## src/hw/cptc_cfg.svh

```systemverilog
// Register map, field positions and reset values of the complementary PWM control slice
`ifndef CPTC_CFG_SVH
`define CPTC_CFG_SVH
// Byte offsets on the Wishbone port
`define CPTC_ADR_CTL0 8'h00
`define CPTC_ADR_CTL1 8'h04
`define CPTC_ADR_DIEN 8'h0C
`define CPTC_ADR_INTF 8'h10
`define CPTC_ADR_SWEV 8'h14
`define CPTC_ADR_CHC0 8'h18
`define CPTC_ADR_CHC2 8'h20
`define CPTC_ADR_CNT 8'h24
`define CPTC_ADR_CAR 8'h2C
`define CPTC_ADR_CV 8'h34
`define CPTC_ADR_CCHP 8'h44
`define CPTC_ADR_DCFG 8'h48
`define CPTC_ADR_DMATB 8'h4C
// Writable bit masks
`define CPTC_WM_CTL0 32'h0000038F
`define CPTC_WM_CTL1 32'h00000300
`define CPTC_WM_DIEN 32'h00000181
`define CPTC_WM_INTF 32'h00000081
`define CPTC_WM_CHC0 32'h00000074
`define CPTC_WM_CHC2 32'h00000005
`define CPTC_WM_CCHP 32'h0000BCFF
`define CPTC_WM_DCFG 32'h00001F1F
// Field positions
`define CPTC_B_CEN 0
`define CPTC_B_UPDATE_DISABLE 1
`define CPTC_B_UPS 2
`define CPTC_B_SPM 3
`define CPTC_B_AUTORELOAD_SHADOW_ENABLE 7
`define CPTC_F_SAMPLE_CLOCK_DIVIDER 9:8
`define CPTC_B_ISO 8
`define CPTC_B_ISON 9
`define CPTC_B_UPIE 0
`define CPTC_B_BREAK_INTERRUPT_ENABLE 7
`define CPTC_B_UPDEN 8
`define CPTC_B_UPIF 0
`define CPTC_B_BREAK_INTERRUPT_FLAG 7
`define CPTC_B_UPG 0
`define CPTC_B_COMFEN 2
`define CPTC_F_COMCTL 6:4
`define CPTC_B_CHEN 0
`define CPTC_B_CHNEN 2
`define CPTC_F_DT 7:0
`define CPTC_B_IOS 10
`define CPTC_B_ROS 11
`define CPTC_B_BREAK_ENABLE 12
`define CPTC_B_BREAK_POLARITY 13
`define CPTC_B_PRIMARY_OUTPUT_ENABLE 15
`define CPTC_F_DMA_START_ADDRESS_FIELD 4:0
`define CPTC_F_DMA_TRANSFER_COUNT_FIELD 12:8
// Reset values
`define CPTC_RST_REG 32'h00000000
`define CPTC_RST_CAR 32'h0000FFFF
`endif

```

## src/hw/cptc_pkg.sv

```systemverilog
// Types shared by the complementary PWM control slice
package cptc_pkg;
   // Compare output modes of the prepared signal
   typedef enum logic [2:0] {
      CPTC_CMP_HOLD = 3'h0,
      CPTC_CMP_SET = 3'h1,
      CPTC_CMP_CLR = 3'h2,
      CPTC_CMP_TOG = 3'h3,
      CPTC_CMP_LOW = 3'h4,
      CPTC_CMP_HIGH = 3'h5,
      CPTC_CMP_PWMA = 3'h6,
      CPTC_CMP_PWMB = 3'h7
   } cptc_cmp_type;
   // DMA burst sequencer states
   typedef enum logic [1:0] {
      CPTC_DMA_IDLE = 2'h1,
      CPTC_DMA_BURST = 2'h2
   } cptc_dma_type;
endpackage : cptc_pkg

```

## src/hw/cptc_top.sv

```systemverilog
// Complementary PWM control slice: dead time, break, single pulse, DMA burst, Wishbone registers
// Operation
// - Dead time only when main, complementary and primary output enables are all one.
// - Prepared rise clears complementary at once, main waits one dead time.
// - Prepared fall clears main at once, complementary waits one dead time.
// - Dead time not shorter than a pulse keeps that output inactive.
// - Break from pin or crystal stuck event, only with break enable set.
// - Break pin active level follows the break polarity bit.
// - Break clears primary output enable; outputs then go to idle levels.
// - After break, output enables drop when idle off-state select is zero.
// - Break forces outputs low first, idle levels after one dead time.
// - Each break sets the break flag; interrupt raised when enabled.
// - Single pulse: update event clears counter and counter enable.
// - Single pulse: enable holds until update or software clear; clear holds count.
// - Single pulse: trigger edge sets counter enable and starts counting.
// - Fast compare: in single pulse mode, trigger edge forces post-match prepared state in PWM modes.
// - DMA event requests transfers; buffer accesses redirect to start-address register.
// - Transfer count plus one requests, each to the next word register.
// - Each further DMA event repeats the whole burst; events arriving during a burst are dropped.
// - Counter stops while core is halted and the hold bit is one.
// - Sample clock divides by one, two or four; code three reserved.
// - Auto-reload goes through a shadow when shadow enable is one.
// - Update source bit zero: all causes request; one: only overflow.
// - Update disable blocks events and shadow loads; software trigger still reinitialises.
// - With primary output enable clear, outputs show their idle-state bits.
//
// The implementer's own choice: the Wishbone register port.
`include "cptc_cfg.svh"

module cptc_top import cptc_pkg::*; #(
   parameter int CNT_W = 16,
   parameter int DT_W = 8
) (
   // Clock and reset
   input wire logic CLK_SYS_I,
   input wire logic RST_I,
   // Wishbone slave
   input wire logic CYC_I,
   input wire logic STB_I,
   input wire logic WE_I,
   input wire logic [7:0] ADR_I,
   input wire logic [3:0] SEL_I,
   input wire logic [31:0] DAT_I,
   output logic [31:0] DAT_O,
   output logic ACK_O,
   // Trigger, break and debug inputs
   input wire logic TRIG_I,
   input wire logic BRK_I,
   input wire logic XTAL_STUCK_I,
   input wire logic DBG_HALT_I,
   input wire logic DBG_HOLD_I,
   // Power stage outputs
   output logic MAIN_O,
   output logic MAIN_OE_O,
   output logic COMP_O,
   output logic COMP_OE_O,
   // Requests
   output logic BRK_IRQ_O,
   output logic UPD_IRQ_O,
   output logic DMA_REQ_O
);

   // Refuse widths the register layout cannot hold
   if (CNT_W < 2 || CNT_W > 32) begin : g_bad_cnt
      $error("CNT_W must lie between 2 and 32");
   end
   if (DT_W < 1 || DT_W > 8) begin : g_bad_dt
      $error("DT_W must lie between 1 and 8");
   end

   logic ack_q;
   logic [31:0] dat_q;
   logic req;
   logic acc_en;
   logic wr_en;
   logic tb_hit;
   logic [7:0] eff_adr;
   logic [31:0] rd_val;
   logic [31:0] wdat;
   logic [31:0] ctl0_q, ctl1_q, dien_q, intf_q, chc0_q, chc2_q, cchp_q, dcfg_q;
   logic [CNT_W-1:0] cnt_q, car_q, car_sh_q, cv_q, car_act;
   logic [1:0] div_q;
   logic tick;
   logic trig_q, trig_rise;
   logic brk_act, brk_p_q, primary_output_enable_eff;
   logic cnt_run, ovf, upd_sw, upd_evt, upd_req;
   logic single_pulse_select, prep_q, prep_p_q, prep_edge, fast_q, fast_hit, pwm, post, match;
   logic [DT_W-1:0] dead_time_setting, dt_cnt_q, off_cnt_q;
   logic dt_on, dt_done, idle_done;
   cptc_dma_type dma_st_q;
   logic [4:0] left_q, idx_q;
   cptc_cmp_type mode;

   // Byte-lane merge of write data over the current register image
   function automatic logic [31:0] merge(input logic [31:0] old, input logic [31:0] nw,
                                         input logic [3:0] sel);
      logic [31:0] m;
      m = {{8{sel[3]}}, {8{sel[2]}}, {8{sel[1]}}, {8{sel[0]}}};
      return (old & ~m) | (nw & m);
   endfunction : merge

   // Sample clock enable from the divide field; reserved code acts as divide by four
   function automatic logic dts_tick(input logic [1:0] sample_clock_divider, input logic [1:0] div);
      logic t;
      t = 1'b0;
      if (sample_clock_divider == 2'h0) begin
         t = 1'b1;
      end else if (sample_clock_divider == 2'h1) begin
         t = div[0];
      end else begin
         t = (div == 2'h3);
      end
      return t;
   endfunction : dts_tick

   // Bus strobes: one wait state, the write lands on the acknowledging edge
   assign req = CYC_I & STB_I;
   assign acc_en = req & ack_q;
   assign wr_en = acc_en & WE_I;
   assign ACK_O = acc_en;
   assign DAT_O = dat_q;

   assign tb_hit = (ADR_I == `CPTC_ADR_DMATB);
   assign eff_adr = tb_hit ? {6'(dcfg_q[`CPTC_F_DMA_START_ADDRESS_FIELD]) + 6'(idx_q), 2'h0} : ADR_I;
   assign wdat = merge(rd_val, DAT_I, SEL_I);

   // Acknowledge and read data capture
   always_ff @(posedge CLK_SYS_I or posedge RST_I) begin
      if (RST_I) begin
         ack_q <= 1'b0;
         dat_q <= `CPTC_RST_REG;
      end else begin
         ack_q <= req & ~ack_q;
         if (req && !ack_q && !WE_I) begin
            dat_q <= rd_val;
         end
      end
   end

   // Read decode; unmapped offsets read zero, buffer reads return the redirected register
   always_comb begin
      rd_val = `CPTC_RST_REG;
      if (eff_adr == `CPTC_ADR_CTL0) begin
         rd_val = ctl0_q & `CPTC_WM_CTL0;
      end else if (eff_adr == `CPTC_ADR_CTL1) begin
         rd_val = ctl1_q & `CPTC_WM_CTL1;
      end else if (eff_adr == `CPTC_ADR_DIEN) begin
         rd_val = dien_q & `CPTC_WM_DIEN;
      end else if (eff_adr == `CPTC_ADR_INTF) begin
         rd_val = intf_q & `CPTC_WM_INTF;
      end else if (eff_adr == `CPTC_ADR_CHC0) begin
         rd_val = chc0_q & `CPTC_WM_CHC0;
      end else if (eff_adr == `CPTC_ADR_CHC2) begin
         rd_val = chc2_q & `CPTC_WM_CHC2;
      end else if (eff_adr == `CPTC_ADR_CNT) begin
         rd_val = 32'(cnt_q);
      end else if (eff_adr == `CPTC_ADR_CAR) begin
         rd_val = 32'(car_q);
      end else if (eff_adr == `CPTC_ADR_CV) begin
         rd_val = 32'(cv_q);
      end else if (eff_adr == `CPTC_ADR_CCHP) begin
         rd_val = (cchp_q & `CPTC_WM_CCHP) & ~(32'h1 << `CPTC_B_PRIMARY_OUTPUT_ENABLE);
         rd_val[`CPTC_B_PRIMARY_OUTPUT_ENABLE] = primary_output_enable_eff;
      end else if (eff_adr == `CPTC_ADR_DCFG) begin
         rd_val = dcfg_q & `CPTC_WM_DCFG;
      end
   end

   // Plain configuration registers
   always_ff @(posedge CLK_SYS_I or posedge RST_I) begin
      if (RST_I) begin
         ctl1_q <= `CPTC_RST_REG;
         dien_q <= `CPTC_RST_REG;
         chc0_q <= `CPTC_RST_REG;
         chc2_q <= `CPTC_RST_REG;
         dcfg_q <= `CPTC_RST_REG;
         cv_q <= '0;
         car_q <= CNT_W'(`CPTC_RST_CAR);
      end else if (wr_en) begin
         if (eff_adr == `CPTC_ADR_CTL1) ctl1_q <= wdat & `CPTC_WM_CTL1;
         if (eff_adr == `CPTC_ADR_DIEN) dien_q <= wdat & `CPTC_WM_DIEN;
         if (eff_adr == `CPTC_ADR_CHC0) chc0_q <= wdat & `CPTC_WM_CHC0;
         if (eff_adr == `CPTC_ADR_CHC2) chc2_q <= wdat & `CPTC_WM_CHC2;
         if (eff_adr == `CPTC_ADR_DCFG) dcfg_q <= wdat & `CPTC_WM_DCFG;
         if (eff_adr == `CPTC_ADR_CV) cv_q <= wdat[CNT_W-1:0];
         if (eff_adr == `CPTC_ADR_CAR) car_q <= wdat[CNT_W-1:0];
      end
   end

   // Control register 0; hardware edits to the enable bit win over the write
   always_ff @(posedge CLK_SYS_I or posedge RST_I) begin
      if (RST_I) begin
         ctl0_q <= `CPTC_RST_REG;
      end else begin
         if (wr_en && eff_adr == `CPTC_ADR_CTL0) ctl0_q <= wdat & `CPTC_WM_CTL0;
         if (single_pulse_select && upd_evt) ctl0_q[`CPTC_B_CEN] <= 1'b0;
         if (single_pulse_select && trig_rise) ctl0_q[`CPTC_B_CEN] <= 1'b1;
      end
   end
   assign single_pulse_select = ctl0_q[`CPTC_B_SPM];

   // Protection register; primary enable cannot be set while a break stands
   always_ff @(posedge CLK_SYS_I or posedge RST_I) begin
      if (RST_I) begin
         cchp_q <= `CPTC_RST_REG;
      end else begin
         if (wr_en && eff_adr == `CPTC_ADR_CCHP) cchp_q <= wdat & `CPTC_WM_CCHP;
         if (brk_act) cchp_q[`CPTC_B_PRIMARY_OUTPUT_ENABLE] <= 1'b0;
      end
   end
   assign dead_time_setting = cchp_q[DT_W-1:0];

   assign brk_act = cchp_q[`CPTC_B_BREAK_ENABLE] &
                    ((cchp_q[`CPTC_B_BREAK_POLARITY] ? BRK_I : ~BRK_I) | XTAL_STUCK_I);
   // Enable seen by the output stage falls in the break cycle itself, not an edge later
   assign primary_output_enable_eff = cchp_q[`CPTC_B_PRIMARY_OUTPUT_ENABLE] & ~brk_act;

   // Flags: write zero clears, a same-cycle event wins
   always_ff @(posedge CLK_SYS_I or posedge RST_I) begin
      if (RST_I) begin
         intf_q <= `CPTC_RST_REG;
         brk_p_q <= 1'b0;
      end else begin
         brk_p_q <= brk_act;
         if (wr_en && eff_adr == `CPTC_ADR_INTF) begin
            intf_q <= intf_q & (wdat | ~`CPTC_WM_INTF) & `CPTC_WM_INTF;
         end
         if (brk_act && !brk_p_q) intf_q[`CPTC_B_BREAK_INTERRUPT_FLAG] <= 1'b1;
         if (upd_req) intf_q[`CPTC_B_UPIF] <= 1'b1;
      end
   end
   assign BRK_IRQ_O = intf_q[`CPTC_B_BREAK_INTERRUPT_FLAG] & dien_q[`CPTC_B_BREAK_INTERRUPT_ENABLE];
   assign UPD_IRQ_O = intf_q[`CPTC_B_UPIF] & dien_q[`CPTC_B_UPIE];

   // Update event sources
   assign upd_sw = wr_en && (eff_adr == `CPTC_ADR_SWEV) && wdat[`CPTC_B_UPG];
   assign cnt_run = ctl0_q[`CPTC_B_CEN] & ~(DBG_HALT_I & DBG_HOLD_I);
   assign ovf = cnt_run && (cnt_q >= car_act);
   assign upd_evt = (upd_sw | ovf) & ~ctl0_q[`CPTC_B_UPDATE_DISABLE];
   assign upd_req = upd_evt & (ovf | ~ctl0_q[`CPTC_B_UPS]);
   assign car_act = ctl0_q[`CPTC_B_AUTORELOAD_SHADOW_ENABLE] ? car_sh_q : car_q;

   // Counter; software trigger reinitialises even with updates disabled
   always_ff @(posedge CLK_SYS_I or posedge RST_I) begin
      if (RST_I) begin
         cnt_q <= '0;
      end else if (upd_sw || ovf) begin
         cnt_q <= '0;
      end else if (wr_en && eff_adr == `CPTC_ADR_CNT) begin
         cnt_q <= wdat[CNT_W-1:0];
      end else if (cnt_run) begin
         cnt_q <= cnt_q + 1'b1;
      end
   end

   // Auto-reload shadow loads only on real update events
   always_ff @(posedge CLK_SYS_I or posedge RST_I) begin
      if (RST_I) begin
         car_sh_q <= CNT_W'(`CPTC_RST_CAR);
      end else if (upd_evt) begin
         car_sh_q <= car_q;
      end
   end

   // Trigger edge detect and sample clock divider
   always_ff @(posedge CLK_SYS_I or posedge RST_I) begin
      if (RST_I) begin
         trig_q <= 1'b0;
         div_q <= 2'h0;
      end else begin
         trig_q <= TRIG_I;
         div_q <= div_q + 2'h1;
      end
   end
   assign trig_rise = TRIG_I & ~trig_q;
   assign tick = dts_tick(ctl0_q[`CPTC_F_SAMPLE_CLOCK_DIVIDER], div_q);

   // Prepared output signal
   assign mode = cptc_cmp_type'(chc0_q[`CPTC_F_COMCTL]);
   assign pwm = (mode == CPTC_CMP_PWMA) || (mode == CPTC_CMP_PWMB);
   assign post = (mode == CPTC_CMP_PWMB);
   assign match = (cnt_q == cv_q);
   // fast compare in PWM modes only
   assign fast_hit = chc0_q[`CPTC_B_COMFEN] & single_pulse_select & pwm & trig_rise;

   always_ff @(posedge CLK_SYS_I or posedge RST_I) begin
      if (RST_I) begin
         fast_q <= 1'b0;
      end else if (fast_hit) begin
         fast_q <= 1'b1;
      end else if (match || !ctl0_q[`CPTC_B_CEN]) begin
         fast_q <= 1'b0;
      end
   end

   always_ff @(posedge CLK_SYS_I or posedge RST_I) begin
      if (RST_I) begin
         prep_q <= 1'b0;
      end else if (fast_hit || fast_q) begin
         prep_q <= post;
      end else begin
         case (mode)
            CPTC_CMP_SET: if (match) prep_q <= 1'b1;
            CPTC_CMP_CLR: if (match) prep_q <= 1'b0;
            CPTC_CMP_TOG: if (match) prep_q <= ~prep_q;
            CPTC_CMP_LOW: prep_q <= 1'b0;
            CPTC_CMP_HIGH: prep_q <= 1'b1;
            CPTC_CMP_PWMA: prep_q <= (cnt_q < cv_q);
            CPTC_CMP_PWMB: prep_q <= (cnt_q >= cv_q);
            default: prep_q <= prep_q;
         endcase
      end
   end

   // dead-time counters run on sample ticks
   always_ff @(posedge CLK_SYS_I or posedge RST_I) begin
      if (RST_I) begin
         prep_p_q <= 1'b0;
         dt_cnt_q <= '0;
         off_cnt_q <= '0;
      end else begin
         prep_p_q <= prep_q;
         // The edge cycle's own tick counts, so a setting of N delays by exactly N ticks
         if (prep_edge) begin
            dt_cnt_q <= DT_W'(tick);
         end else if (tick && dt_cnt_q < dead_time_setting) begin
            dt_cnt_q <= dt_cnt_q + 1'b1;
         end
         if (primary_output_enable_eff) begin
            off_cnt_q <= '0;
         end else if (tick && off_cnt_q < dead_time_setting) begin
            off_cnt_q <= off_cnt_q + 1'b1;
         end
      end
   end
   assign prep_edge = prep_q ^ prep_p_q;
   // Stale count must not open the output in the edge cycle
   assign dt_done = prep_edge ? (dead_time_setting == '0) : (dt_cnt_q >= dead_time_setting);
   assign idle_done = (off_cnt_q >= dead_time_setting);
   assign dt_on = chc2_q[`CPTC_B_CHEN] & chc2_q[`CPTC_B_CHNEN] & primary_output_enable_eff;

   // Output stage
   always_ff @(posedge CLK_SYS_I or posedge RST_I) begin
      if (RST_I) begin
         MAIN_O <= 1'b0;
         COMP_O <= 1'b0;
         MAIN_OE_O <= 1'b0;
         COMP_OE_O <= 1'b0;
      end else if (!primary_output_enable_eff) begin
         // low first, idle after a dead time
         MAIN_O <= idle_done & ctl1_q[`CPTC_B_ISO];
         COMP_O <= idle_done & ctl1_q[`CPTC_B_ISON];
         MAIN_OE_O <= cchp_q[`CPTC_B_IOS];
         COMP_OE_O <= cchp_q[`CPTC_B_IOS];
      end else begin
         // long dead time swallows the pulse
         MAIN_O <= chc2_q[`CPTC_B_CHEN] & prep_q & (~dt_on | dt_done);
         COMP_O <= chc2_q[`CPTC_B_CHNEN] & ~prep_q & (~dt_on | dt_done);
         MAIN_OE_O <= chc2_q[`CPTC_B_CHEN] | cchp_q[`CPTC_B_ROS];
         COMP_OE_O <= chc2_q[`CPTC_B_CHNEN] | cchp_q[`CPTC_B_ROS];
      end
   end

   // DMA burst sequencer; events during a burst are dropped
   always_ff @(posedge CLK_SYS_I or posedge RST_I) begin
      if (RST_I) begin
         dma_st_q <= CPTC_DMA_IDLE;
         left_q <= 5'h00;
         idx_q <= 5'h00;
      end else begin
         case (dma_st_q)
            CPTC_DMA_IDLE: begin
               if (upd_req && dien_q[`CPTC_B_UPDEN]) begin
                  dma_st_q <= CPTC_DMA_BURST;
                  left_q <= dcfg_q[`CPTC_F_DMA_TRANSFER_COUNT_FIELD];
                  idx_q <= 5'h00;
               end
            end
            CPTC_DMA_BURST: begin
               if (acc_en && tb_hit) begin
                  if (left_q == 5'h00) begin
                     dma_st_q <= CPTC_DMA_IDLE;
                     idx_q <= 5'h00;
                  end else begin
                     left_q <= left_q - 5'h01;
                     idx_q <= idx_q + 5'h01;
                  end
               end
            end
            default: dma_st_q <= CPTC_DMA_IDLE;
         endcase
      end
   end
   // request held for the pending transfer
   assign DMA_REQ_O = (dma_st_q == CPTC_DMA_BURST);
endmodule : cptc_top

```

## config.mk

```make
export PLATFORM = sky130hd
export DESIGN_NAME = cptc_top
export DESIGN_NICKNAME = d
export VERILOG_FILES = /design/src/hw/cptc_pkg.sv /design/src/hw/cptc_top.sv
export VERILOG_INCLUDE_DIRS = /design/src /design/src/hw
export SDC_FILE = /design/constraint.sdc
export NUM_CORES = 1
export LEC_CHECK = 0
export BUFFER_PORTS_ARGS = -buffer_cell sky130_fd_sc_hd__buf_2
export CAP_MARGIN = 5
export CORE_MARGIN = 3
export CORE_UTILIZATION = 44
export DETAILED_ROUTE_END_ITERATION = 10
export GPL_TIMING_DRIVEN = 1
export REMOVE_ABC_BUFFERS = 1
export SLEW_MARGIN = 20
export SYNTH_ARGS = -nofsm -noshare
export SYNTH_HDL_FRONTEND = slang
export SYNTH_SLANG_ARGS = --single-unit
```

## constraint.sdc

```tcl
create_clock -name CLK_SYS_I -period 6.4 [get_ports CLK_SYS_I]
set_input_delay 0.64 -clock CLK_SYS_I [delete_from_list [all_inputs] [get_ports CLK_SYS_I]]
set_output_delay 0.64 -clock CLK_SYS_I [all_outputs]
set_load 0.02 [all_outputs]
```

==> qor.csv <==
stage,metric,value,unit
sta,Slew Limit Fails,0,
yosys,post-synth top area cell,dfrtp_1,
die,die height,159.2,um
worst_hold_path,Hold Path Stages,1,
placed_design,pre-CTS setup slack,1.890,ns
yosys,Syn. warnings,0,
global_route,met1 usage,34.12,%
pwr,Static Leakage,5.153,nW
sta,RSZ-0062 raised after global routing,false,
cells_and_area,layout cells sized above 1,21.58,%
worst_setup_path,FF-to-FF Start,idx_q[0],
placed_design,Area after DPL,10880,um^2
route,DR WL/cell,20.87,um
route,drt drc,0,
sta,Min Hold Slack,0.3283,ns
clocking,clock sink count,163,
route,remaining antenna violation count,0,
sta,fin crit period,4.575,ns
yosys,Netlist Area Pre-Place,10320,um^2
die,die area,25340,um^2
sta,max_slew headroom,27.71,%
pwr,Tot Pwr,2.710,mW
clocking,root buf cell,clkbuf_16,
yosys,cell with the most instances after synthesis,dfrtp_1,
yosys,Seq cells post-synth,163,
pwr,Power Density,236.1,nW/um^2
yosys,ys async rst share,100.0,%
clocking,CTS tree,yes,
route,first drt pass iteration count,5,
cells_and_area,Seq. cell area,4120,um^2
clocking,clock-pin slew on the worst setup and hold paths,0.07,ns
sta,final hold vios,0,
global_route,Top Usage Layer GRT,met2,
die,CORE AREA,22850,um^2
worst_hold_path,min-delay src,TRIG_I,
clocking,total CTS buffers,17,
die,row cnt,55,
yosys,Synth top area share,31.51,%
worst_setup_path,R2R cell count,14,
clocking,clock buffer depth,2,
die,Ports,94,
worst_setup_path,r2r setup slk,1.82,ns
worst_hold_path,Hold/Removal Path Class,in2reg,
global_route,All-Layer GR Usage,23.96,%
outcome,status,finished clean,
sta,worst setup margin,1.825,ns
yosys,synth cell count leaders,"130 x dfrtp_1, 118 x nand2_1, 86 x nor2_1, 60 x ha_1, 56 x mux2_2",
route,vias post-DR,8565,
global_route,first-pass GRT wire length,47.70,mm
worst_setup_path,WP data arrival,4.89,ns
yosys,"EDFF count, synth",0,
cells_and_area,n_diodes,0,
route,Vias/cell,5.895,
sta,f_max,218.6,MHz
cells_and_area,area of the multi-input gates,5792,um^2
yosys,Synth Flop Type,dfrtp_1,
worst_setup_path,Critical Path Fanout Max,15,
clocking,Post-CTS Resized,0,
yosys,Gate Count Post-Synth,1076,
die,width of the die,159.2,um
worst_setup_path,endpoint type of the worst setup path,flop,
yosys,Yosys cell types,92,
global_route,vias in the first global route,8246,
clocking,Setup Buffers After CTS,0,
worst_setup_path,Critical R2R Capture,cnt_q[2],
yosys,largest cells by area after synthesis,"dfrtp_1 32%, dfstp_2 8.4%, ha_1 7.3%, mux2_2 6.1%, nand2_1 4.3%",
pwr,peak supply drop,0.1748,mV
worst_setup_path,Crit path required time,6.72,ns
yosys,register area share after synthesis,39.91,%
cells_and_area,final instance area,11480,um^2
global_route,initial antenna violation count,0,
clocking,Worst-Skew Late Latency,0.44,ns
worst_setup_path,critical setup path kind,reg2reg,
placed_design,GPL Wtd Cong,0.9276,
die,Initial Util,45.19,%
worst_setup_path,CP Launch Type,flop,
placed_design,hpwl dp,22.21,mm
global_route,M3 GR Usage,5.255,%
run,maximum capacitance violations,0,
placed_design,port bufs,59,
sta,Setup Skew,0.01197,ns
global_route,met2 global-route usage,36.90,%
cells_and_area,final-stage net count,1242,
sta,worst-margin pin slew,1.074,ns
sta,# setup viols final,0,
worst_hold_path,hold path endpoint,trig_q,
route,final WL,30.32,mm
clocking,H-Tree Depth,4,
cells_and_area,Area Growth Syn to Fin,11.20,%
yosys,Mean Syn Cell Area,9.596,um^2
sta,Setup TNS,0,ns
global_route,Overflow after GRT,0,
cells_and_area,FILL cells,2223,
clocking,hold-fix buffer count after cts,0,
sta,Tcrit/Tclk final,71.49,%
route,DR iter-0 viols,771,
global_route,pin count of the biggest net entering global routing,91,
[flip-flops by register name, indices dropped and copies added, names as in the netlist, 3 cells and up]
signal	flops
dien_q	3
left_q	5
cnt_q	16
dt_cnt_q	8
cchp_q	13
chc0_q	4
car_sh_q	16
DAT_O	16
idx_q	5
ctl0_q	7
dcfg_q	10
cv_q	16
car_q	16
off_cnt_q	8
[cells in the final DEF, fill, tap and decap left out, drive strengths merged, types with 17 or more instances in the layout]
| cell | instances |
|---|---|
| dfstp | 33 |
| nand3 | 53 |
| a21oi | 51 |
| mux2i | 27 |
| mux2 | 65 |
| dfrtp | 130 |
| inv | 54 |
| nor3 | 27 |
| clkbuf | 23 |
| o21ai | 39 |
| buf | 72 |
| nor2 | 86 |
| a21o | 21 |
| nand2 | 118 |
| ha | 60 |
| nand2b | 17 |
| and3 | 21 |
| o211ai | 24 |
[critical path, cell delays in order (launching register included)]
cell	delay [ns]
dfrtp_1	0.42
ha_1	0.19
inv_1	0.06
fa_1	0.42
nand2b_1	0.16
a21oi_1	0.26
nor2_1	0.14
o211ai_1	0.70
nor3_2	0.10
buf_4	0.25
a222oi_1	0.38
a31oi_1	0.21
o31ai_2	0.83
o21a_1	0.25
o211ai_2	0.07
[per-stage QoR]
stage | util (%) | cells
3_3_place_gp | 47.63 | 1421
5_1_grt | 50.25 | 1453
6_report | 50.25 | 1453
2_1_floorplan | - | 1036
4_1_cts | 50.24 | 1453
3_5_place_dp | 47.63 | 1421
[worst max-delay path by stage]
stage	from	to	slack (ns)	depth (start not counted)
after floorplan	RST_I	COMP_O	1.41	1
after global placement	idx_q[0]	car_sh_q[13]	1.93	13
after detailed placement	idx_q[0]	car_sh_q[9]	1.89	13
after CTS	idx_q[0]	car_sh_q[9]	1.88	13
after global routing	idx_q[0]	car_sh_q[8]	1.55	13
final	idx_q[0]	cnt_q[2]	1.82	14
[cells by family (layout without fill, tap and decap cells)]
| family | after synthesis | after routing | share of synthesized area (%) |
|---|---|---|---|
| and+or+nand+nor | 402 | 402 | 19.46 |
| AOI/OAI and AO/OA | 234 | 234 | 16.78 |
| DFF | 163 | 163 | 39.91 |
| buffers and inverters | 104 | 153 | 4.702 |
| muxes | 92 | 92 | 10.03 |
| adders and majority gates | 61 | 61 | 7.465 |
| xor gates and xnor gates | 19 | 19 | 1.612 |
| other | 1 | 16 | 0.03632 |
[layout make-up]
| class | count | area share (%) |
|---|---|---|
| Sequential cell | 163 | 35.89 |
| Multi-Input combinational cell | 824 | 50.45 |
| Timing Repair Buffer | 72 | 3.422 |
| Clock inverter | 9 | 1.014 |
| Clock buffer | 23 | 4.174 |
| Tap cell | 313 | 3.411 |
| Inverter | 49 | 1.646 |
[routing by layer]
metal / up-vias / share of wire (%) / wire [um]
met1: 4194 / 45 / 13570
met2: 320 / 45 / 13730
met5: - / 0 / 0
met4: 0 / 2.3 / 708
met3: 46 / 7.6 / 2311
li1: 4005 / - / -
[report_power, final]
part | total, mW | switching [mW] | internal, mW
registers | 1.17 | 0.0698 | 1.10
clock network | 1.06 | 0.445 | 0.616
logic | 0.476 | 0.294 | 0.182
Power figures use the tool's default switching activity.
